### src/logic/wsm_pkg.sv
// constants, types and register map of the wide-area sublayer mode control
package wsm_pkg;
    // register byte addresses
    localparam logic [11:0] REG_CTRL = 12'h000;
    localparam logic [11:0] REG_PCS_RST = 12'h004;
    localparam logic [11:0] REG_STATUS = 12'h008;
    localparam logic [11:0] REG_B1_ERR = 12'h00C;
    // control field positions
    localparam int CTRL_WAN_EN = 0;
    localparam int CTRL_AN_EN = 1;
    localparam int CTRL_FORCE_10G = 2;
    localparam int CTRL_LOOPBACK = 3;
    localparam int CTRL_MON_EN = 4;
    localparam int CTRL_MON_UNITY = 5;
    localparam int CTRL_CLK_SEL_LSB = 8;
    localparam logic [31:0] CTRL_RESET = 32'h0000_0002;
    // pcs reset field positions
    localparam int PCS_RST_RX_BIT = 1;
    localparam int PCS_RST_TX_BIT = 2;
    // status field positions
    localparam int ST_WAN = 0;
    localparam int ST_RATE_10G = 1;
    localparam int ST_REF_125 = 2;
    localparam int ST_IN_FRAME = 3;
    localparam int ST_MON_ACTIVE = 4;
    localparam int ST_AN_DONE = 5;
    localparam int ST_PTR_LSB = 8;
    // frame layout
    localparam logic [7:0] FRAME_A1 = 8'hF6;
    localparam logic [7:0] FRAME_A2 = 8'h28;
    localparam logic [6:0] SCR_SEED = 7'h7F;
    localparam logic [7:0] IDX_A2 = 8'h01;
    localparam logic [7:0] IDX_B1 = 8'h02;
    localparam logic [7:0] IDX_PTR = 8'h03;
    localparam logic [7:0] OH_LEN = 8'h04;
    localparam logic [7:0] TX_PTR_VALUE = 8'h00;
    // reference clock strap
    localparam int REFCLK_DEFAULT_KHZ = 156250;
    localparam int REFCLK_ALT_KHZ = 125000;
    localparam logic [1:0] MODE_PINS_ALT = 2'h2;
    localparam logic [1:0] STRAP_SETTLE = 2'h2;
    // ability bits: bit1 10g, bit0 1g
    localparam logic [1:0] LOCAL_ABILITY = 2'h3;

    typedef enum logic [0:0] {AN_LISTEN, AN_GOOD} wsm_an_e;
    typedef enum logic [0:0] {RX_SEARCH, RX_SYNC} wsm_rx_e;

    typedef struct packed {
        logic wan_en;
        logic an_en;
        logic force_10g;
        logic loopback;
        logic mon_en;
        logic mon_unity;
        logic [7:0] clk_sel;
        logic tx_rst;
        logic rx_rst;
        logic [1:0] mode_s1;
        logic [1:0] mode_s2;
        logic [1:0] sd_s1;
        logic [1:0] sd_s2;
        logic [1:0] strap_cnt;
        logic ref125;
        wsm_an_e an_st;
        logic rate_10g;
        logic mon_active;
        logic dfe_zero;
        logic adapt_en;
        logic [7:0] tx_cnt;
        logic [6:0] tx_scr;
        logic [7:0] tx_bip;
        logic [7:0] tx_bref;
        logic [7:0] tx_line;
        logic tx_ready;
        wsm_rx_e rx_st;
        logic [7:0] rx_cnt;
        logic [6:0] rx_scr;
        logic [7:0] rx_prev;
        logic [7:0] rx_bip;
        logic [7:0] rx_bref;
        logic rx_bref_ok;
        logic [15:0] b1_err;
        logic [7:0] rx_ptr;
        logic [7:0] rx_data;
        logic rx_valid;
        logic [31:0] prdata;
        logic pready;
        logic pslverr;
    } wsm_state_s;
endpackage
### src/logic/wsm_ctrl.sv
// wide-area sublayer, rate selection and pma control for one lane
`timescale 1ns/1ps
`default_nettype none
module wsm_ctrl
    import wsm_pkg::*;
#(
    parameter int FRAME_LEN = 32
)
(
    // clock and reset
    input wire logic clock,
    input wire logic rst_n,
    // apb slave
    input wire logic [11:0] paddr,
    input wire logic psel,
    input wire logic penable,
    input wire logic pwrite,
    input wire logic [31:0] pwdata,
    output logic [31:0] prdata,
    output logic pready,
    output logic pslverr,
    // pins
    input wire logic [1:0] rate_sel_pins,
    input wire logic sig_det_10g,
    input wire logic sig_det_1g,
    // partner base page
    input wire logic partner_page_valid,
    input wire logic [1:0] partner_ability,
    // pcs side
    input wire logic [7:0] pcs_tx_data,
    output logic pcs_tx_ready,
    output logic [7:0] pcs_rx_data,
    output logic pcs_rx_valid,
    output logic pcs_tx_reset,
    output logic pcs_rx_reset,
    // pma side
    input wire logic [7:0] pma_rx_data,
    output logic [7:0] serial_tx_output_data,
    output logic clock_recovery_unit_rate_10g,
    output logic line_rate_wan,
    output logic [7:0] pma_clock_outputs_sel,
    output logic monitor_active,
    output logic decision_feedback_equalizer_zero,
    output logic adapt_enable
);

    if (FRAME_LEN < 8 || FRAME_LEN > 256)
    begin : g_len_check
        $error("FRAME_LEN must lie in 8..256");
    end

    localparam logic [7:0] LAST_IDX = 8'(FRAME_LEN - 1);

    // sonet frame-synchronous scrambler x^7+x^6+1, msb first
    function automatic logic [14:0] scr_byte(input logic [6:0] st, input logic [7:0] d);
        logic [6:0] sr;
        logic [7:0] o;
        sr = st;
        o = d;
        for (int i = 7; i >= 0; i--)
        begin
            o[i] = d[i] ^ sr[6];
            sr = {sr[5:0], sr[6] ^ sr[5]};
        end
        return {sr, o};
    endfunction

    function automatic logic [7:0] next_idx(input logic [7:0] i);
        return (i == LAST_IDX) ? 8'h00 : 8'(i + 8'h01);
    endfunction

    wsm_state_s s;
    wsm_state_s next_s;

    always_comb
    begin
        logic [14:0] sc;
        logic [7:0] tb;
        logic [7:0] rd;
        logic setup;
        logic acc;
        logic [1:0] common;
        sc = 15'h0000;
        tb = 8'h00;
        rd = 8'h00;
        common = LOCAL_ABILITY & partner_ability;
        next_s = s;
        setup = psel && penable && !s.pready;
        acc = psel && penable && s.pready;

        // apb: one wait state, data loaded with pready
        next_s.pready = setup;
        next_s.pslverr = 1'b0;
        if (setup)
        begin
            if (paddr == REG_CTRL)
                next_s.prdata = {16'h0000, s.clk_sel, 2'h0, s.mon_unity, s.mon_en,
                                 s.loopback, s.force_10g, s.an_en, s.wan_en};
            else if (paddr == REG_PCS_RST)
                next_s.prdata = 32'h0000_0000;
            else if (paddr == REG_STATUS)
            begin
                next_s.prdata = 32'h0000_0000;
                next_s.prdata[ST_WAN] = s.wan_en;
                next_s.prdata[ST_RATE_10G] = s.rate_10g;
                next_s.prdata[ST_REF_125] = s.ref125;
                next_s.prdata[ST_IN_FRAME] = (s.rx_st == RX_SYNC);
                next_s.prdata[ST_MON_ACTIVE] = s.mon_active;
                next_s.prdata[ST_AN_DONE] = (s.an_st == AN_GOOD);
                next_s.prdata[ST_PTR_LSB +: 8] = s.rx_ptr;
            end
            else if (paddr == REG_B1_ERR)
                next_s.prdata = {16'h0000, s.b1_err};
            else
            begin
                next_s.prdata = 32'h0000_0000;
                next_s.pslverr = 1'b1;
            end
        end
        next_s.tx_rst = 1'b0;
        next_s.rx_rst = 1'b0;
        if (acc && pwrite)
        begin
            if (paddr == REG_CTRL)
            begin
                next_s.wan_en = pwdata[CTRL_WAN_EN];
                next_s.an_en = pwdata[CTRL_AN_EN];
                next_s.force_10g = pwdata[CTRL_FORCE_10G];
                next_s.loopback = pwdata[CTRL_LOOPBACK];
                next_s.mon_en = pwdata[CTRL_MON_EN];
                next_s.mon_unity = pwdata[CTRL_MON_UNITY];
                next_s.clk_sel = pwdata[CTRL_CLK_SEL_LSB +: 8];
            end
            else if (paddr == REG_PCS_RST)
            begin
                next_s.tx_rst = pwdata[PCS_RST_TX_BIT];
                next_s.rx_rst = pwdata[PCS_RST_RX_BIT];
            end
        end

        // pin synchronisers and rate strap capture after reset
        next_s.mode_s1 = rate_sel_pins;
        next_s.mode_s2 = s.mode_s1;
        next_s.sd_s1 = {sig_det_10g, sig_det_1g};
        next_s.sd_s2 = s.sd_s1;
        if (s.strap_cnt != 2'h3)
            next_s.strap_cnt = 2'(s.strap_cnt + 2'h1);
        if (s.strap_cnt == STRAP_SETTLE)
            next_s.ref125 = (s.mode_s2 == MODE_PINS_ALT);

        // rate negotiation and detection
        if (!s.an_en)
        begin
            next_s.an_st = AN_GOOD;
            next_s.rate_10g = s.force_10g;
        end
        else
        begin
            case (s.an_st)
                AN_LISTEN:
                begin
                    if (partner_page_valid && common != 2'h0)
                    begin
                        next_s.rate_10g = common[1];
                        next_s.an_st = AN_GOOD;
                    end
                    else if (s.sd_s2 != 2'h0)
                    begin
                        next_s.rate_10g = s.sd_s2[1];
                        next_s.an_st = AN_GOOD;
                    end
                end
                AN_GOOD:
                begin
                    if (s.sd_s2 == 2'h0 && !partner_page_valid)
                        next_s.an_st = AN_LISTEN;
                end
                default: next_s.an_st = AN_LISTEN;
            endcase
        end

        // signal monitor hooks
        next_s.mon_active = s.mon_en && next_s.rate_10g;
        next_s.dfe_zero = next_s.mon_active && s.mon_unity;
        next_s.adapt_en = !next_s.dfe_zero;

        // transmit path
        if (!s.wan_en)
        begin
            next_s.tx_cnt = 8'h00;
            tb = pcs_tx_data;
        end
        else
        begin
            next_s.tx_cnt = next_idx(s.tx_cnt);
            if (s.tx_cnt == 8'h00)
                tb = FRAME_A1;
            else if (s.tx_cnt == IDX_A2)
            begin
                tb = FRAME_A2;
                next_s.tx_scr = SCR_SEED;
            end
            else
            begin
                if (s.tx_cnt == IDX_B1)
                    sc = scr_byte(s.tx_scr, s.tx_bref);
                else if (s.tx_cnt == IDX_PTR)
                    sc = scr_byte(s.tx_scr, TX_PTR_VALUE);
                else
                    sc = scr_byte(s.tx_scr, pcs_tx_data);
                tb = sc[7:0];
                next_s.tx_scr = sc[14:8];
            end
            if (s.tx_cnt == 8'h00)
            begin
                next_s.tx_bref = s.tx_bip;
                next_s.tx_bip = tb;
            end
            else
                next_s.tx_bip = s.tx_bip ^ tb;
        end
        next_s.tx_line = s.loopback ? pma_rx_data : tb;
        next_s.tx_ready = !next_s.wan_en || (next_s.tx_cnt >= OH_LEN);

        // receive path
        next_s.rx_prev = pma_rx_data;
        next_s.rx_valid = 1'b0;
        if (!s.wan_en)
        begin
            next_s.rx_st = RX_SEARCH;
            next_s.rx_data = pma_rx_data;
            next_s.rx_valid = 1'b1;
        end
        else
        begin
            case (s.rx_st)
                RX_SEARCH:
                begin
                    next_s.rx_bref_ok = 1'b0;
                    next_s.rx_bip = s.rx_prev ^ pma_rx_data;
                    if (s.rx_prev == FRAME_A1 && pma_rx_data == FRAME_A2)
                    begin
                        next_s.rx_st = RX_SYNC;
                        next_s.rx_cnt = IDX_B1;
                        next_s.rx_scr = SCR_SEED;
                    end
                end
                RX_SYNC:
                begin
                    next_s.rx_cnt = next_idx(s.rx_cnt);
                    if (s.rx_cnt == 8'h00)
                    begin
                        next_s.rx_bref = s.rx_bip;
                        next_s.rx_bref_ok = 1'b1;
                        next_s.rx_bip = pma_rx_data;
                    end
                    else
                        next_s.rx_bip = s.rx_bip ^ pma_rx_data;
                    if (s.rx_cnt == IDX_A2)
                    begin
                        next_s.rx_scr = SCR_SEED;
                        if (!(s.rx_prev == FRAME_A1 && pma_rx_data == FRAME_A2))
                            next_s.rx_st = RX_SEARCH;
                    end
                    else if (s.rx_cnt != 8'h00)
                    begin
                        sc = scr_byte(s.rx_scr, pma_rx_data);
                        rd = sc[7:0];
                        next_s.rx_scr = sc[14:8];
                        if (s.rx_cnt == IDX_B1 && s.rx_bref_ok && rd != s.rx_bref
                            && s.b1_err != 16'hFFFF)
                            next_s.b1_err = 16'(s.b1_err + 16'h0001);
                        if (s.rx_cnt == IDX_PTR)
                            next_s.rx_ptr = rd;
                        if (s.rx_cnt >= OH_LEN)
                        begin
                            next_s.rx_data = rd;
                            next_s.rx_valid = 1'b1;
                        end
                    end
                end
                default: next_s.rx_st = RX_SEARCH;
            endcase
        end
    end

    always_ff @(posedge clock)
    begin
        if (!rst_n)
        begin
            s <= '0;
            s.an_en <= CTRL_RESET[CTRL_AN_EN];
            s.an_st <= AN_LISTEN;
            s.rx_st <= RX_SEARCH;
            s.adapt_en <= 1'b1;
            s.tx_ready <= 1'b1;
            s.tx_scr <= SCR_SEED;
            s.rx_scr <= SCR_SEED;
        end
        else
            s <= next_s;
    end

    assign prdata = s.prdata;
    assign pready = s.pready;
    assign pslverr = s.pslverr;
    assign pcs_tx_ready = s.tx_ready;
    assign pcs_rx_data = s.rx_data;
    assign pcs_rx_valid = s.rx_valid;
    assign pcs_tx_reset = s.tx_rst;
    assign pcs_rx_reset = s.rx_rst;
    assign serial_tx_output_data = s.tx_line;
    assign clock_recovery_unit_rate_10g = s.rate_10g;
    assign line_rate_wan = s.wan_en;
    assign pma_clock_outputs_sel = s.clk_sel;
    assign monitor_active = s.mon_active;
    assign decision_feedback_equalizer_zero = s.dfe_zero;
    assign adapt_enable = s.adapt_en;
endmodule
`default_nettype wire

### config.mk
export PLATFORM = sky130hd
export DESIGN_NAME = wsm_ctrl
export DESIGN_NICKNAME = d
export VERILOG_FILES = /design/src/logic/wsm_pkg.sv /design/src/logic/wsm_ctrl.sv
export SDC_FILE = /design/constraint.sdc
export NUM_CORES = 1
export LEC_CHECK = 0
export ABC_AREA = 1
export BUFFER_PORTS_ARGS = -buffer_cell sky130_fd_sc_hd__buf_2
export CAP_MARGIN = 10
export CORE_MARGIN = 4
export CORE_UTILIZATION = 49
export CTS_CLUSTER_DIAMETER = 200
export DETAILED_ROUTE_END_ITERATION = 12
export PLACE_DENSITY = 0.71
export SLEW_MARGIN = 20
export SYNTH_ARGS = -nofsm -noshare
export SYNTH_HDL_FRONTEND = slang
export SYNTH_SLANG_ARGS = --single-unit
### constraint.sdc
create_clock -name clock -period 5.1 [get_ports clock]
set_clock_uncertainty 0.15 [all_clocks]
set_input_delay 0.51 -clock clock [delete_from_list [all_inputs] [get_ports clock]]
set_output_delay 0.51 -clock clock [all_outputs]
set_load 0.005 [all_outputs]
==> impl_metrics.csv <==
group,metric,value,unit
worst_setup_path,criticalPathCategory,"in2reg",
worst_hold_path,hold_class,"in2reg",
timing,setup-tns-final,0,ns
layout,final_cell_mix,"nand2_1, dfxtp_1, inv_1",
cts,clockBufferDepth,2,
layout,nets,1292,
run_status,status,"finished clean",
detailed_routing,antenna_left,0,
power_and_ir_drop,pwr-share-comb,5.9,%
power_and_ir_drop,power.switching,659,uW
cts,cts_tree,"built",
timing,rsz0062_at_grt,"no",
layout,area_growth,9.63,%
detailed_routing,dr_total_vias,7426,
power_and_ir_drop,power-per-cell-area,292,mW/mm2
worst_setup_path,cp_max_fo,28,
synthesis,synthXorXnorAreaFrac,3.63,%
cts,htreeDepth,4,
cts,clkLatencyLatePin,0.43,ns
floorplan,die_w,139,um
worst_setup_path,r2r_slack,2.74,ns
worst_setup_path,start_kind,"input port",
synthesis,synth_top_family_by_area,"simple AND/OR/NAND/NOR gates",
detailed_routing,drc,0,
detailed_routing,wl_per_cell,14.2,um
synthesis,syn_avg_cell_area,7.23,um2
synthesis,synth_area,0.00844,mm2
timing,tightest_slew,0.953,ns
global_route,gr-total-overflow,0,
power_and_ir_drop,power,2700,uW
place,routabilityCongestion,0.943,
layout,final_common_cell,"nand2_1",
layout,drive_gt1_share,16.4,%
floorplan,start_util,50.5,%
synthesis,ys_types,44,
timing,drv_slew,0,
synthesis,synth_fa_ha_area_share,1.63,%
synthesis,synth_edf_count,0,
worst_setup_path,arrival,2.53,ns
floorplan,die-area,0.0194,mm2
cts,clock-sinks,164,
timing,fin_crit,2.39,ns
detailed_routing,first_pass_iters,6,
power_and_ir_drop,internal_power,2050,uW
synthesis,async_flop_share,0,%
job,drv_cap,0,
synthesis,yosys-mux-area-fraction,0,%
place,dp_slack,2.29,ns
synthesis,yosysWarnings,0,
timing,slew_headroom,36.2,%
power_and_ir_drop,p_sw_share,24.4,%
cts,path_clk_slew,0.06,ns
timing,layout_setup_ws,2.71,ns
synthesis,syn_inst,1167,
synthesis,yosys.area_share.simple,23.0,%
detailed_routing,drtIter0Drc,679,
timing,finalHoldWorstSlack,0.112,ns
power_and_ir_drop,p_seq_share,48.8,%
place,post-dp-hpwl,14.7,mm
global_route,grt_max_degree,50,
power_and_ir_drop,power_frac_clock,45.3,%
floorplan,io_pins,139,
timing,finalSetupViolations,0,
global_route,grt_usage,20.8,%
synthesis,synthFlopType,"dfxtp_1",
global_route,antenna_found_initial,0,
detailed_routing,avgViaCountPerCell,5.15,
layout,antennaDiodeCount,0,
power_and_ir_drop,vdd_ir_drop_max,0.255,mV
worst_setup_path,required,5.24,ns
floorplan,core_area,0.0167,mm2
floorplan,rows,47,
timing,fmax,418,MHz
synthesis,ys_seq_area_share,38.9,%
cts,post_cts_resized,0,
timing,min_period_over_period,46.9,%
power_and_ir_drop,leakagePower,0.00421,uW
timing,hold_viol,0,
place,place.port_buffers,104,
cts,cts_buffers,17,
floorplan,die_h,139,um
synthesis,synth_compound_area_share,17.6,%
synthesis,ys_ff_latch,164,
global_route,grt_pass1_vias,6848,
global_route,grt_first_pass_wirelength,33.3,mm
cts,root_buffer,"clkbuf_16",
detailed_routing,wl,20.4,mm
cts,cts_setup_buffers,0,
cts,holdBufCountCts,0,
worst_setup_path,crit_path_end_kind,"register",
-- per-stage QoR --
step	cell area, um2	util (%)	cells
3_5_place_dp	8690	52.0	1410
4_1_cts	9250	55.4	1442
2_1_floorplan	8490	-	1182
6_report	9250	55.4	1442
5_1_grt	9250	55.4	1442
3_3_place_gp	8690	52.0	1410
-- worst max-delay path: stages --
cell	delay [ns]
buf_2	0.09
nor2_1	0.10
nand2_1	0.12
nor2_4	0.24
nand3_2	0.30
or2_1	0.63
a21oi_1	0.39
nand3_1	0.14
-- cells in the mapped netlist (2+ instances only) --
library cell	count	share of area, %
a21oi_1	97	5.8
a31oi_1	11	0.82
and3_1	3	0.22
buf_1	6	0.27
buf_2	8	0.47
buf_4	59	5.3
buf_6	4	0.53
clkbuf_1	24	1.1
clkinv_1	2	0.089
dfxtp_1	164	39
ha_1	11	1.6
inv_1	156	6.9
inv_2	12	0.53
nand2_1	193	8.6
nand2_2	4	0.30
nand2_4	5	0.67
nand3_1	64	3.8
nand3_2	3	0.36
nand3b_1	6	0.53
nand4_1	22	1.6
nor2_1	84	3.7
nor2_2	6	0.45
nor2_4	7	0.93
nor3_1	12	0.71
o211ai_1	7	0.62
o21ai_0	90	5.3
o21ai_1	22	1.3
o21ai_2	2	0.21
o221a_2	13	1.7
o22ai_1	20	1.5
or2_1	2	0.15
or2_2	3	0.22
xnor2_1	9	0.93
xor2_1	26	2.7
-- registers in the layout, summed over array words and instances, names as in the netlist --
register	flops
adapt_enable	1
clock_recovery_unit_rate_10g	1
decision_feedback_equalizer_zero	1
line_rate_wan	1
monitor_active	1
next_s	4
pcs_rx_data	8
pcs_rx_reset	1
pcs_rx_valid	1
pcs_tx_ready	1
pcs_tx_reset	1
pma_clock_outputs_sel	8
prdata	16
pready	1
pslverr	1
s	109
serial_tx_output_data	8
-- worst paths after layout --
path	startpoint	end	cells after the start
hold / removal	rate_sel_pins[0]	next_s[160]$_SDFF_PN0_	3
hold reg to reg	next_s[157]$_SDFF_PN0_	s[157]$_SDFF_PN0_	2
setup reg to reg	s[140]$_SDFF_PN0_	s[131]$_SDFFE_PN0P_	10
setup / recovery	paddr[9]	pcs_tx_ready$_SDFF_PN1_	8
-- power groups by stage --
stage | logic [uW] | clock network [uW] | registers [uW]
2_1_floorplan | 118 | 0 | 1350
3_3_place_gp | 156 | 0 | 1350
3_5_place_dp | 158 | 0 | 1350
4_1_cts | 159 | 1250 | 1320
5_1_grt | 180 | 1300 | 1320
6_report | 160 | 1220 | 1320
-- logic make-up (layout without fill, tap and decap cells) --
group	after synthesis	count (layout)
flip-flops	164	164
AND/OR/NAND/NOR	419	419
other	1	16
AO/OA/AOI/OAI	265	265
adder cells (fa/ha/maj)	11	11
XOR/XNOR	35	35
buffers and inverters	272	312
-- final cells by class --
cell class | instances | area, um2
fillers | 1648 | 7450
multi-input cells | 746 | 3930
flip-flops and latches | 164 | 3280
inverters | 170 | 638
repair buffers | 110 | 566
clock buffers | 18 | 429
well taps | 220 | 275
clock inverters | 14 | 131
-- routing by layer --
layer | track usage (%) | routed length (um)
met5 | 0 | 0
met4 | 7.57 | 426
met3 | 4.10 | 1110
met2 | 34.1 | 9430
met1 | 27.3 | 9440
Note: power is estimated with default switching activity, not from simulation.
